<file path="src/opfield_pkg.sv">
// Purpose: Shared constants and types for the operand field decoder.
// Assumes: AHB-Lite register access, 32-bit data, one word per register.
// Notes: Segment and state encodings live here only.
package opfield_pkg;

  // ==========================================================
  // Register map (byte addresses)
  localparam logic [7:0] OFS_BYTE = 8'h00;
  localparam logic [7:0] OFS_DECODE = 8'h04;
  localparam logic [7:0] OFS_DISP = 8'h08;
  localparam logic [7:0] OFS_CPU = 8'h0C;
  localparam logic [7:0] OFS_EA = 8'h10;
  localparam logic [7:0] OFS_FLAGS = 8'h14;
  localparam logic [7:0] OFS_COND = 8'h18;

  // ==========================================================
  // Register field positions
  localparam int CPU_SI_LSB = 16;
  localparam int FLG_ZERO_BIT = 0;
  localparam int FLG_CARRY_BIT = 1;
  localparam int FLG_SIGN_BIT = 2;
  localparam int FLG_OVF_BIT = 3;
  localparam int FLG_COUNT_LSB = 4;

  // ==========================================================
  // Instruction field encodings
  localparam logic [1:0] MOD_NODISP = 2'h0;
  localparam logic [1:0] MOD_DISP8 = 2'h1;
  localparam logic [1:0] MOD_DISP16 = 2'h2;
  localparam logic [1:0] MOD_REG = 2'h3;
  localparam logic [7:0] PFX_MASK = 8'hE7;
  localparam logic [7:0] PFX_MATCH = 8'h26;
  localparam int PFX_SEG_LSB = 3;
  localparam int OPC_DIR_BIT = 1;
  localparam int OPC_WIDTH_BIT = 0;
  localparam int OPC_COUNT_BIT = 1;
  localparam int OPC_SENSE_BIT = 0;
  localparam logic [2:0] RM_BASE_SRC = 3'h0;
  localparam logic [7:0] SHIFT_ONE = 8'h01;
  localparam logic [15:0] DISP_ZERO = 16'h0000;

  typedef enum logic [1:0] {
    SEG_EXTRA = 2'h0,
    SEG_CODE = 2'h1,
    SEG_STACK = 2'h2,
    SEG_DATA = 2'h3
  } seg_t;

  typedef enum logic [1:0] {
    ST_OPCODE = 2'h0,
    ST_MODRM = 2'h1,
    ST_DISP_LO = 2'h3,
    ST_DISP_HI = 2'h2
  } dec_state_t;

  // Register selector: bit 3 set picks the word set, clear the byte set
  typedef struct packed {
    logic word_op;
    logic dir_to_reg;
    logic mem_access;
    logic [1:0] mode;
    logic [3:0] dest_sel;
    logic [3:0] src_sel;
    logic seg_ovr;
    seg_t seg;
    logic count_from_reg;
    logic repeat_sense;
    logic [15:0] displacement;
    logic [15:0] effective_address;
    logic ea_valid;
  } decode_t;

  typedef struct packed {
    logic zero_flag;
    logic carry;
    logic sign;
    logic overflow;
    logic [7:0] count_low_byte;
  } flags_t;

  typedef struct packed {
    logic [7:0] shift_count;
    logic rep_continue;
    logic above;
    logic below;
    logic greater;
    logic less;
  } cond_t;

endpackage

</file>
<file path="src/cond_eval.sv">
// Purpose: Condition, shift count and repeat evaluation from live flags.
// Assumes: Flags and count byte supplied by the register file.
// Notes: Purely combinational; the caller registers the result.
`timescale 1ns/100ps
module cond_eval (
  input wire opfield_pkg::flags_t flags_i,
  input wire logic count_from_reg_i,
  input wire logic repeat_sense_i,
  output opfield_pkg::cond_t cond_o
);
  import opfield_pkg::*;

  always_comb begin
    cond_o = '0;
    // ==========================================================
    // Shift count source
    if (count_from_reg_i) begin
      cond_o.shift_count = flags_i.count_low_byte; // RL7
    end else begin
      cond_o.shift_count = SHIFT_ONE; // RL7
    end
    // ==========================================================
    // Repeat continues while the zero flag matches the sense bit
    cond_o.rep_continue = (flags_i.zero_flag == repeat_sense_i); // RL8
    // ==========================================================
    // Unsigned relations after a compare
    cond_o.above = !flags_i.carry && !flags_i.zero_flag; // RL11
    cond_o.below = flags_i.carry; // RL11
    // Signed relations: greater means more positive
    cond_o.greater = !flags_i.zero_flag && (flags_i.sign == flags_i.overflow); // RL11
    cond_o.less = (flags_i.sign != flags_i.overflow); // RL11
  end

endmodule

</file>
<file path="src/opfield_decoder.sv">
// Purpose: Operand field decoder behind an AHB-Lite register slave.
// Assumes: Instruction bytes are pushed one per write, in stream order.
// Notes: Every instruction is prefix*, opcode, mode byte, then zero to two displacement bytes.
// Contract
// RL1 - Direction bit 1 makes the register field the destination, 0 the source.
// RL2 - Width bit 1 means word operation; 0 means byte with byte registers.
// RL3 - Mode 11 treats rm as a second register, no memory access.
// RL4 - Mode 00 gives zero displacement and no displacement bytes.
// RL5 - Mode 01 takes one byte, sign-extended to sixteen bits.
// RL6 - Mode 10 takes two bytes, low first, second is upper half.
// RL7 - Count bit 0 gives shift count one; 1 uses count low byte.
// RL8 - Compare-sense bit versus zero flag decides whether repetition continues.
// RL9 - Register code decodes by width; 000 is accumulator word or low byte.
// RL10 - Prefix 001ss110; segment 00 extra, 01 code, 10 stack.
// RL11 - Above and below are unsigned; greater and less are signed.
// RL12 - Memory mode with rm 000: address is base plus source index plus displacement.
// RL13 - Don't-care bits never change the decoded controls.
`timescale 1ns/100ps
module opfield_decoder #(
  parameter int ADDR_W = 8
) (
  input wire logic CLK_I,
  input wire logic ARST_N_I,
  input wire logic HSEL_I,
  input wire logic [ADDR_W-1:0] HADDR_I,
  input wire logic [1:0] HTRANS_I,
  input wire logic HWRITE_I,
  input wire logic [2:0] HSIZE_I,
  input wire logic [31:0] HWDATA_I,
  input wire logic HREADY_I,
  output logic [31:0] HRDATA_O,
  output logic HREADYOUT_O,
  output logic HRESP_O,
  output opfield_pkg::decode_t DECODE_O,
  output logic DECODE_VALID_O,
  output opfield_pkg::cond_t COND_O
);
  import opfield_pkg::*;

  // ==========================================================
  // Elaboration check
  if (ADDR_W < 5 || ADDR_W > 32) begin : g_bad_addr
    $error("ADDR_W must cover the register map and fit 32 bits");
  end

  localparam logic [2:0] HSIZE_WORD = 3'h2;

  typedef struct packed {
    logic ph_valid;
    logic ph_write;
    logic [ADDR_W-1:0] ph_addr;
    dec_state_t st;
    logic [7:0] opc;
    logic [7:0] modrm;
    logic [7:0] disp_lo;
    logic pfx_seen;
    seg_t pfx_seg;
    decode_t dec;
    logic dec_valid;
    logic [15:0] base_word;
    logic [15:0] src_index;
    flags_t flags;
    cond_t cond;
    logic [31:0] rdata;
    logic hresp;
    logic hready;
  } state_t;

  state_t q;
  state_t d;
  cond_t cond_now;

  // ==========================================================
  // Field helpers
  function automatic logic [1:0] mode_of(input logic [7:0] mb);
    return mb[7:6];
  endfunction

  function automatic logic [2:0] regf_of(input logic [7:0] mb);
    return mb[5:3];
  endfunction

  function automatic logic [2:0] rm_of(input logic [7:0] mb);
    return mb[2:0];
  endfunction

  // Selector carries the width so byte and word sets never alias
  function automatic logic [3:0] reg_sel(input logic w, input logic [2:0] code);
    return {w, code}; // RL2 RL9
  endfunction

  function automatic logic [15:0] sext8(input logic [7:0] b);
    return {{8{b[7]}}, b}; // RL5
  endfunction

  // Low byte arrives first, so the later byte is the upper half
  function automatic logic [15:0] disp16(input logic [7:0] lo, input logic [7:0] hi);
    return {hi, lo}; // RL6
  endfunction

  // The match ignores only the two segment bits of a prefix
  function automatic logic is_prefix(input logic [7:0] b);
    return (b & PFX_MASK) == PFX_MATCH; // RL10 RL13
  endfunction

  function automatic seg_t seg_of(input logic [7:0] b);
    return seg_t'(b[PFX_SEG_LSB +: 2]); // RL10
  endfunction

  // ==========================================================
  // Build the decoded controls once all bytes are in
  // Wraps at sixteen bits, as the address adder does
  function automatic logic [15:0] ea_of(input logic [15:0] base, input logic [15:0] sidx,
    input logic [15:0] disp);
    return 16'(base + sidx + disp); // RL12
  endfunction

  function automatic decode_t build(
    input logic [7:0] opc,
    input logic [7:0] mb,
    input logic [15:0] disp,
    input logic pfx,
    input seg_t pseg,
    input logic [15:0] base,
    input logic [15:0] sidx
  );
    decode_t r;
    logic w;
    logic [3:0] regf_sel;
    logic [3:0] rm_sel;
    r = '0;
    w = opc[OPC_WIDTH_BIT];
    regf_sel = reg_sel(w, regf_of(mb));
    r.word_op = w; // RL2
    r.dir_to_reg = opc[OPC_DIR_BIT];
    r.mode = mode_of(mb);
    r.count_from_reg = opc[OPC_COUNT_BIT];
    r.repeat_sense = opc[OPC_SENSE_BIT];
    r.seg_ovr = pfx;
    // Segment field is meaningless without a prefix
    r.seg = pfx ? pseg : SEG_DATA; // RL13
    if (mode_of(mb) == MOD_REG) begin
      rm_sel = reg_sel(w, rm_of(mb)); // RL3
      r.mem_access = 1'b0; // RL3
      r.displacement = DISP_ZERO;
    end else begin
      rm_sel = '0;
      r.mem_access = 1'b1;
      r.displacement = disp;
    end
    if (opc[OPC_DIR_BIT]) begin
      r.dest_sel = regf_sel; // RL1
      r.src_sel = rm_sel; // RL1
    end else begin
      r.dest_sel = rm_sel; // RL1
      r.src_sel = regf_sel; // RL1
    end
    if (r.mem_access && rm_of(mb) == RM_BASE_SRC) begin
      r.effective_address = ea_of(base, sidx, disp); // RL12
      r.ea_valid = 1'b1;
    end
    return r;
  endfunction

  // ==========================================================
  // Register read mux
  // Flags layout is shared by the read and the write path
  function automatic flags_t flags_from_word(input logic [31:0] w);
    flags_t f;
    f.zero_flag = w[FLG_ZERO_BIT];
    f.carry = w[FLG_CARRY_BIT];
    f.sign = w[FLG_SIGN_BIT];
    f.overflow = w[FLG_OVF_BIT];
    f.count_low_byte = w[FLG_COUNT_LSB +: 8];
    return f;
  endfunction

  function automatic logic [31:0] word_from_flags(input flags_t f);
    logic [31:0] w;
    w = '0;
    w[FLG_ZERO_BIT] = f.zero_flag;
    w[FLG_CARRY_BIT] = f.carry;
    w[FLG_SIGN_BIT] = f.sign;
    w[FLG_OVF_BIT] = f.overflow;
    w[FLG_COUNT_LSB +: 8] = f.count_low_byte;
    return w;
  endfunction

  function automatic logic [31:0] word_from_decode(input decode_t c);
    return {14'h0000, c.count_from_reg, c.repeat_sense, c.seg_ovr, c.seg, c.src_sel,
            c.dest_sel, c.mode, c.mem_access, c.dir_to_reg, c.word_op};
  endfunction

  function automatic logic [31:0] word_from_cond(input cond_t c);
    return {19'h00000, c.shift_count, c.less, c.greater, c.below, c.above, c.rep_continue};
  endfunction

  function automatic logic [31:0] read_word(input state_t s, input logic [ADDR_W-1:0] a);
    logic [31:0] v;
    v = '0;
    if (a == ADDR_W'(OFS_BYTE)) begin
      v = {24'h000000, 2'h0, s.pfx_seg, s.pfx_seen, s.st, s.dec_valid};
    end else if (a == ADDR_W'(OFS_DECODE)) begin
      v = word_from_decode(s.dec);
    end else if (a == ADDR_W'(OFS_DISP)) begin
      v = {16'h0000, s.dec.displacement};
    end else if (a == ADDR_W'(OFS_CPU)) begin
      v = {s.src_index, s.base_word};
    end else if (a == ADDR_W'(OFS_EA)) begin
      v = {15'h0000, s.dec.ea_valid, s.dec.effective_address};
    end else if (a == ADDR_W'(OFS_FLAGS)) begin
      v = word_from_flags(s.flags);
    end else if (a == ADDR_W'(OFS_COND)) begin
      v = word_from_cond(s.cond);
    end
    return v;
  endfunction

  // ==========================================================
  // Condition evaluation on the live flags
  cond_eval u_cond (
    .flags_i(q.flags),
    .count_from_reg_i(q.dec.count_from_reg),
    .repeat_sense_i(q.dec.repeat_sense),
    .cond_o(cond_now)
  );

  // ==========================================================
  // Next state
  always_comb begin
    logic [7:0] b;
    logic accept;
    logic do_write;
    b = HWDATA_I[7:0];
    d = q;
    d.cond = cond_now;
    // Only OKAY is ever answered, yet it still leaves a flop
    d.hresp = 1'b0;
    accept = HSEL_I && HTRANS_I[1] && HREADY_I;
    do_write = q.ph_valid && q.ph_write;

    // Data phase of a write: apply it
    if (do_write) begin
      d.ph_valid = 1'b0;
      if (q.ph_addr == ADDR_W'(OFS_BYTE)) begin
        case (q.st)
          ST_OPCODE: begin
            // Prefixes may repeat; the last one wins
            if (is_prefix(b)) begin
              d.pfx_seen = 1'b1;
              d.pfx_seg = seg_of(b);
            end else begin
              d.opc = b;
              d.dec_valid = 1'b0;
              d.st = ST_MODRM;
            end
          end
          ST_MODRM: begin
            d.modrm = b;
            if (mode_of(b) == MOD_DISP8 || mode_of(b) == MOD_DISP16) begin
              d.st = ST_DISP_LO;
            end else begin
              // Mode 00 and 11 carry no displacement bytes
              d.dec = build(q.opc, b, DISP_ZERO, q.pfx_seen, q.pfx_seg,
                            q.base_word, q.src_index); // RL4
              d.dec_valid = 1'b1;
              d.pfx_seen = 1'b0;
              d.st = ST_OPCODE;
            end
          end
          ST_DISP_LO: begin
            d.disp_lo = b;
            if (mode_of(q.modrm) == MOD_DISP8) begin
              d.dec = build(q.opc, q.modrm, sext8(b), q.pfx_seen, q.pfx_seg,
                            q.base_word, q.src_index); // RL5
              d.dec_valid = 1'b1;
              d.pfx_seen = 1'b0;
              d.st = ST_OPCODE;
            end else begin
              d.st = ST_DISP_HI; // RL6
            end
          end
          ST_DISP_HI: begin
            d.dec = build(q.opc, q.modrm, disp16(q.disp_lo, b), q.pfx_seen, q.pfx_seg,
                          q.base_word, q.src_index); // RL6
            d.dec_valid = 1'b1;
            d.pfx_seen = 1'b0;
            d.st = ST_OPCODE;
          end
          default: begin
            d.st = ST_OPCODE;
          end
        endcase
      end else if (q.ph_addr == ADDR_W'(OFS_DECODE)) begin
        // Abort a partial instruction and drop the last result
        d.st = ST_OPCODE;
        d.pfx_seen = 1'b0;
        d.dec_valid = 1'b0;
      end else if (q.ph_addr == ADDR_W'(OFS_CPU)) begin
        d.base_word = HWDATA_I[15:0];
        d.src_index = HWDATA_I[CPU_SI_LSB +: 16];
      end else if (q.ph_addr == ADDR_W'(OFS_FLAGS)) begin
        d.flags = flags_from_word(HWDATA_I);
      end
    end

    // Reads wait one cycle so a read right after a write sees it
    if (q.ph_valid && !q.ph_write) begin
      d.rdata = read_word(q, q.ph_addr);
      d.hready = 1'b1;
      d.ph_valid = 1'b0;
    end

    // Address phase
    if (accept) begin
      d.ph_valid = 1'b1;
      d.ph_write = HWRITE_I;
      // Word aligned: the low address bits never select a register
      d.ph_addr = {HADDR_I[ADDR_W-1:2], 2'h0};
      if (!HWRITE_I) begin
        d.hready = 1'b0;
      end
    end
  end

  // ==========================================================
  // State register
  always_ff @(posedge CLK_I or negedge ARST_N_I) begin
    if (!ARST_N_I) begin
      // The bus must see ready as soon as reset lifts
      q <= '0;
      q.hready <= 1'b1;
    end else begin
      q <= d;
    end
  end

  // ==========================================================
  // Outputs straight from the state register
  assign HRDATA_O = q.rdata;
  assign HREADYOUT_O = q.hready;
  assign HRESP_O = q.hresp;
  assign DECODE_O = q.dec;
  assign DECODE_VALID_O = q.dec_valid;
  assign COND_O = q.cond;

  // HSIZE is not checked: only whole-word transfers are supported
  logic unused_size;
  assign unused_size = ^HSIZE_I;

endmodule

</file>
<file path="config.mk">
export PLATFORM = sky130hd
export DESIGN_NAME = opfield_decoder
export DESIGN_NICKNAME = d
export VERILOG_FILES = /design/src/opfield_pkg.sv /design/src/cond_eval.sv /design/src/opfield_decoder.sv
export SDC_FILE = /design/constraint.sdc
export NUM_CORES = 1
export LEC_CHECK = 0
export ABC_AREA = 1
export BUFFER_PORTS_ARGS = -buffer_cell sky130_fd_sc_hd__buf_2
export CORE_ASPECT_RATIO = 0.6
export CORE_UTILIZATION = 29
export DETAILED_ROUTE_END_ITERATION = 6
export PLACE_DENSITY = 0.52
export SYNTH_ARGS = -nofsm -noshare
export SYNTH_HDL_FRONTEND = slang
export SYNTH_SLANG_ARGS = --single-unit
</file>
<file path="constraint.sdc">
create_clock -name CLK_I -period 3.7 [get_ports CLK_I]
set_clock_uncertainty 0.15 [all_clocks]
set_input_delay 0.555 -clock CLK_I [delete_from_list [all_inputs] [get_ports CLK_I]]
set_output_delay 0.555 -clock CLK_I [all_outputs]
set_load 0.01 [all_outputs]
</file>
==> impl_metrics.xml <==
<?xml version="1.0" encoding="UTF-8"?>
<metrics>
  <group name="clocking">
    <metric name="clock-sinks" unit="">171</metric>
    <metric name="clock_insertion_delay_worst_skew" unit="ps">460</metric>
    <metric name="cts-root-to-sink-buffers" unit="">2</metric>
    <metric name="clock_tree_root_driver_cell" unit="">clkbuf_16</metric>
    <metric name="cts-buffers-inserted" unit="">17</metric>
    <metric name="cts_tree" unit="">done</metric>
    <metric name="clkTransAtPathRegs" unit="ps">80</metric>
    <metric name="clock_h_tree_levels" unit="">4</metric>
  </group>
  <group name="sta">
    <metric name="period_share" unit="">0.939</metric>
    <metric name="timing_hold_violations_final" unit="">0</metric>
    <metric name="layout_min_cycle_time" unit="ps">3470</metric>
    <metric name="report.final.slew_viol_count" unit="">0</metric>
    <metric name="timing.fmax" unit="MHz">288</metric>
    <metric name="timing.final.setup_violations" unit="">0</metric>
    <metric name="fin_setup_tns" unit="ps">0</metric>
    <metric name="whs" unit="ps">158</metric>
    <metric name="timing.slew.headroom" unit="">0.460</metric>
    <metric name="timing_worst_slew_pin_value" unit="ps">808</metric>
  </group>
  <group name="grt">
    <metric name="overflow" unit="">0</metric>
    <metric name="grt_antenna_before_repair" unit="">0</metric>
    <metric name="grt_start_max_net_pins" unit="">77</metric>
    <metric name="first_pass_grt_wire_length" unit="um">57700</metric>
    <metric name="via_count_of_the_first_global_routing_pass" unit="">9267</metric>
    <metric name="global_route.usage.total" unit="">0.208</metric>
  </group>
  <group name="floorplan">
    <metric name="initial_utilization" unit="">0.295</metric>
    <metric name="floorplan.die.width" unit="um">251</metric>
    <metric name="area_enclosed_by_the_die_boundary" unit="sq um">37900</metric>
    <metric name="fp-row-count" unit="">54</metric>
    <metric name="die_height" unit="um">151</metric>
    <metric name="floorplan.core_area" unit="sq um">36400</metric>
    <metric name="ios" unit="">149</metric>
  </group>
  <group name="yosys">
    <metric name="asyncSetResetFlopFracSynth" unit="">1.00</metric>
    <metric name="mappedNetlistArea" unit="sq um">10800</metric>
    <metric name="synth_ff_type" unit="">dfrtp_1</metric>
    <metric name="number_of_enable_type_register_cells_in_the_synthesized_netlist" unit="">0</metric>
    <metric name="synthCells" unit="">1406</metric>
    <metric name="post_synth_num_cell_types" unit="">48</metric>
    <metric name="yosys_register_bits" unit="">171</metric>
    <metric name="synth.yosys.warnings" unit="">0</metric>
    <metric name="synth_sequential_area_ratio" unit="">0.398</metric>
    <metric name="synth.avg_cell_area" unit="sq um">7.65</metric>
    <metric name="mappedNetlistNets" unit="">1510</metric>
  </group>
  <group name="worst_setup_path">
    <metric name="reg2reg_slack" unit="ps">230</metric>
    <metric name="worstPathMaxFanout" unit="">4</metric>
    <metric name="cp_data_arrival_time" unit="ps">3680</metric>
    <metric name="timing.critical_path.required" unit="ps">3910</metric>
    <metric name="critical_path.startpoint_type" unit="">flip-flop</metric>
    <metric name="cp-end-kind" unit="">flip-flop</metric>
    <metric name="critical_path_type" unit="">reg -&gt; reg</metric>
  </group>
  <group name="cells_and_area">
    <metric name="area_growth_syn_to_layout" unit="%">17.3</metric>
    <metric name="utilization_after_layout" unit="">0.346</metric>
    <metric name="final_common_cell" unit="">nand2_1</metric>
    <metric name="mostFrequentLayoutCells" unit="">331 x nand2_1, 170 x dfrtp_1, 140 x buf_2</metric>
    <metric name="fraction_of_layout_instances_using_a_drive_strength_above_1" unit="">0.219</metric>
    <metric name="n_antenna_cell" unit="">0</metric>
    <metric name="nNetsFinal" unit="">1610</metric>
  </group>
  <group name="route">
    <metric name="routed-via-count" unit="">10000</metric>
    <metric name="vias_per_cell" unit="">5.03</metric>
    <metric name="routedWlPerCell" unit="um">19.6</metric>
    <metric name="detailed_route_drc_error_count" unit="">0</metric>
    <metric name="dr.pass1.iters" unit="">6</metric>
    <metric name="detail_route.wirelength" unit="um">39000</metric>
    <metric name="drt_iter0_markers" unit="">997</metric>
    <metric name="route.antenna.remaining_nets" unit="">0</metric>
  </group>
  <group name="placement">
    <metric name="buffer_ports.inserted" unit="">141</metric>
    <metric name="place.gp.congestion" unit="">0.921</metric>
    <metric name="dp_hpwl" unit="um">30800</metric>
  </group>
  <group name="status">
    <metric name="run_status" unit="">completed</metric>
  </group>
  <group name="power">
    <metric name="power" unit="uW">10400</metric>
    <metric name="irDropWorstVdd" unit="uV">351</metric>
    <metric name="p_leak" unit="uW">0.00645</metric>
    <metric name="power.density" unit="nW/um^2">824</metric>
  </group>
  <group name="flow_run">
    <metric name="drv.max_cap_violation_count" unit="">0</metric>
  </group>
  <group name="min_path">
    <metric name="worstHoldPathType" unit="">in -&gt; reg</metric>
  </group>
</metrics>
final timing paths:
| kind | startpoint | to | cells after the start |
|---|---|---|---|
| max reg2reg | q[61] | DECODE_O[16] | 18 |
| min reg2reg | q[57] | COND_O[2] | 0 |
| min | HADDR_I[7] | q[179] | 3 |
| min in group asynchronous | ARST_N_I | q[67] | 2 |
| max | q[61] | DECODE_O[16] | 18 |
| max in group asynchronous | ARST_N_I | DECODE_O[29] | 3 |
layout make-up:
cell class / count / area [sq um]
repair buffers: 218 / 1310
fillers: 3870 / 23800
multi-input cells: 964 / 5350
well taps: 476 / 596
flip-flops and latches: 171 / 4280
inverters: 134 / 503
clock inverters: 15 / 153
clock buffers: 17 / 425
metal layers:
layer	vias to the layer above	share of wire	GRT usage
li1	4798	-	-
met1	4808	0.50	0.317
met2	399	0.40	0.284
met3	25	0.094	0.0583
met4	0	0.014	0.0451
met5	-	0	0
critical path, stage by stage, from the launching register on:
cell and delay [ps]:
dfrtp_1 430, ha_1 350, or2_2 320, nand3_1 100, nand2_2 100, a21oi_4 200
o211ai_1 140, and2_1 230, ha_1 320, inv_1 80, nor3_2 160, inv_1 60
or2_2 290, nand3_1 120, nand3_1 90, nand3_1 80, nand3_1 70, nand2_1 60
inv_1 40
where the power goes:
group / switching (uW) / internal, uW / leakage [uW] / total [uW]
clock network: 895 / 898 / 0.000286 / 1790
logic: 3510 / 2470 / 0.00408 / 5980
registers: 421 / 2200 / 0.00209 / 2630
through the flow:
step	std cells	setup WS (ps)	cell area [sq um]
6_report	1995	227	12600
5_1_grt	1995	-11.1	12600
4_1_cts	1994	18.4	12300
3_5_place_dp	1961	-94.1	11700
3_3_place_gp	1961	-70.6	11700
2_1_floorplan	1406	296	10800
state kept, by name, indices dropped and copies added, names as in the netlist:
register,flops
q,75
COND_O,13
DECODE_VALID_O,1
HREADYOUT_O,1
HRDATA_O,32
DECODE_O,49
cell usage after synthesis, types with 2 or more instances:
library cell	count	area, sq um
a21o_1	6	45.0
nand2_1	339	1270
nor2_1	95	357
a221oi_1	3	26.3
nand3_1	86	430
o22a_1	2	17.5
clkbuf_1	27	101
a41oi_1	4	35.0
xor2_1	10	87.6
a21boi_0	4	30.0
nand4_1	7	43.8
or2_2	5	31.3
o21ai_1	16	80.1
a22oi_1	2	15.0
fa_1	3	60.1
and2_1	6	37.5
nand3b_1	5	37.5
a31oi_1	24	150
dfrtp_1	170	4250
inv_2	6	22.5
o211ai_1	8	60.1
mux2_2	5	56.3
a21oi_1	93	465
ha_1	51	638
o21bai_1	4	30.0
buf_2	9	45.0
xnor2_1	7	61.3
nor2_2	5	31.3
o221ai_1	5	43.8
nor3_1	15	75.1
o21ai_0	131	656
nor4_1	2	12.5
inv_1	127	477
buf_4	101	758
o22ai_1	10	62.6
cell families after synthesis:
| logic type | synth area share |
|---|---|
| AND/OR/NAND/NOR | 0.223 |
| AO/OA/AOI/OAI | 0.163 |
| buffers and inverters | 0.131 |
| flip-flops | 0.398 |
| adder cells (fa/ha/maj) | 0.0649 |
| XOR/XNOR | 0.0138 |
| multiplexers | 0.00616 |
| other | 0.000349 |
timing repair:
item,4_1_cts,5_1_grt
gates resized for setup,6,63
pin swaps,0,8
gates cloned,0,0
hold buffers,1,0
buffers inserted,0,1
hold endpoints to repair,1,0
endpoints found under the setup margin,6,10
Power figures use the tool's default switching activity.
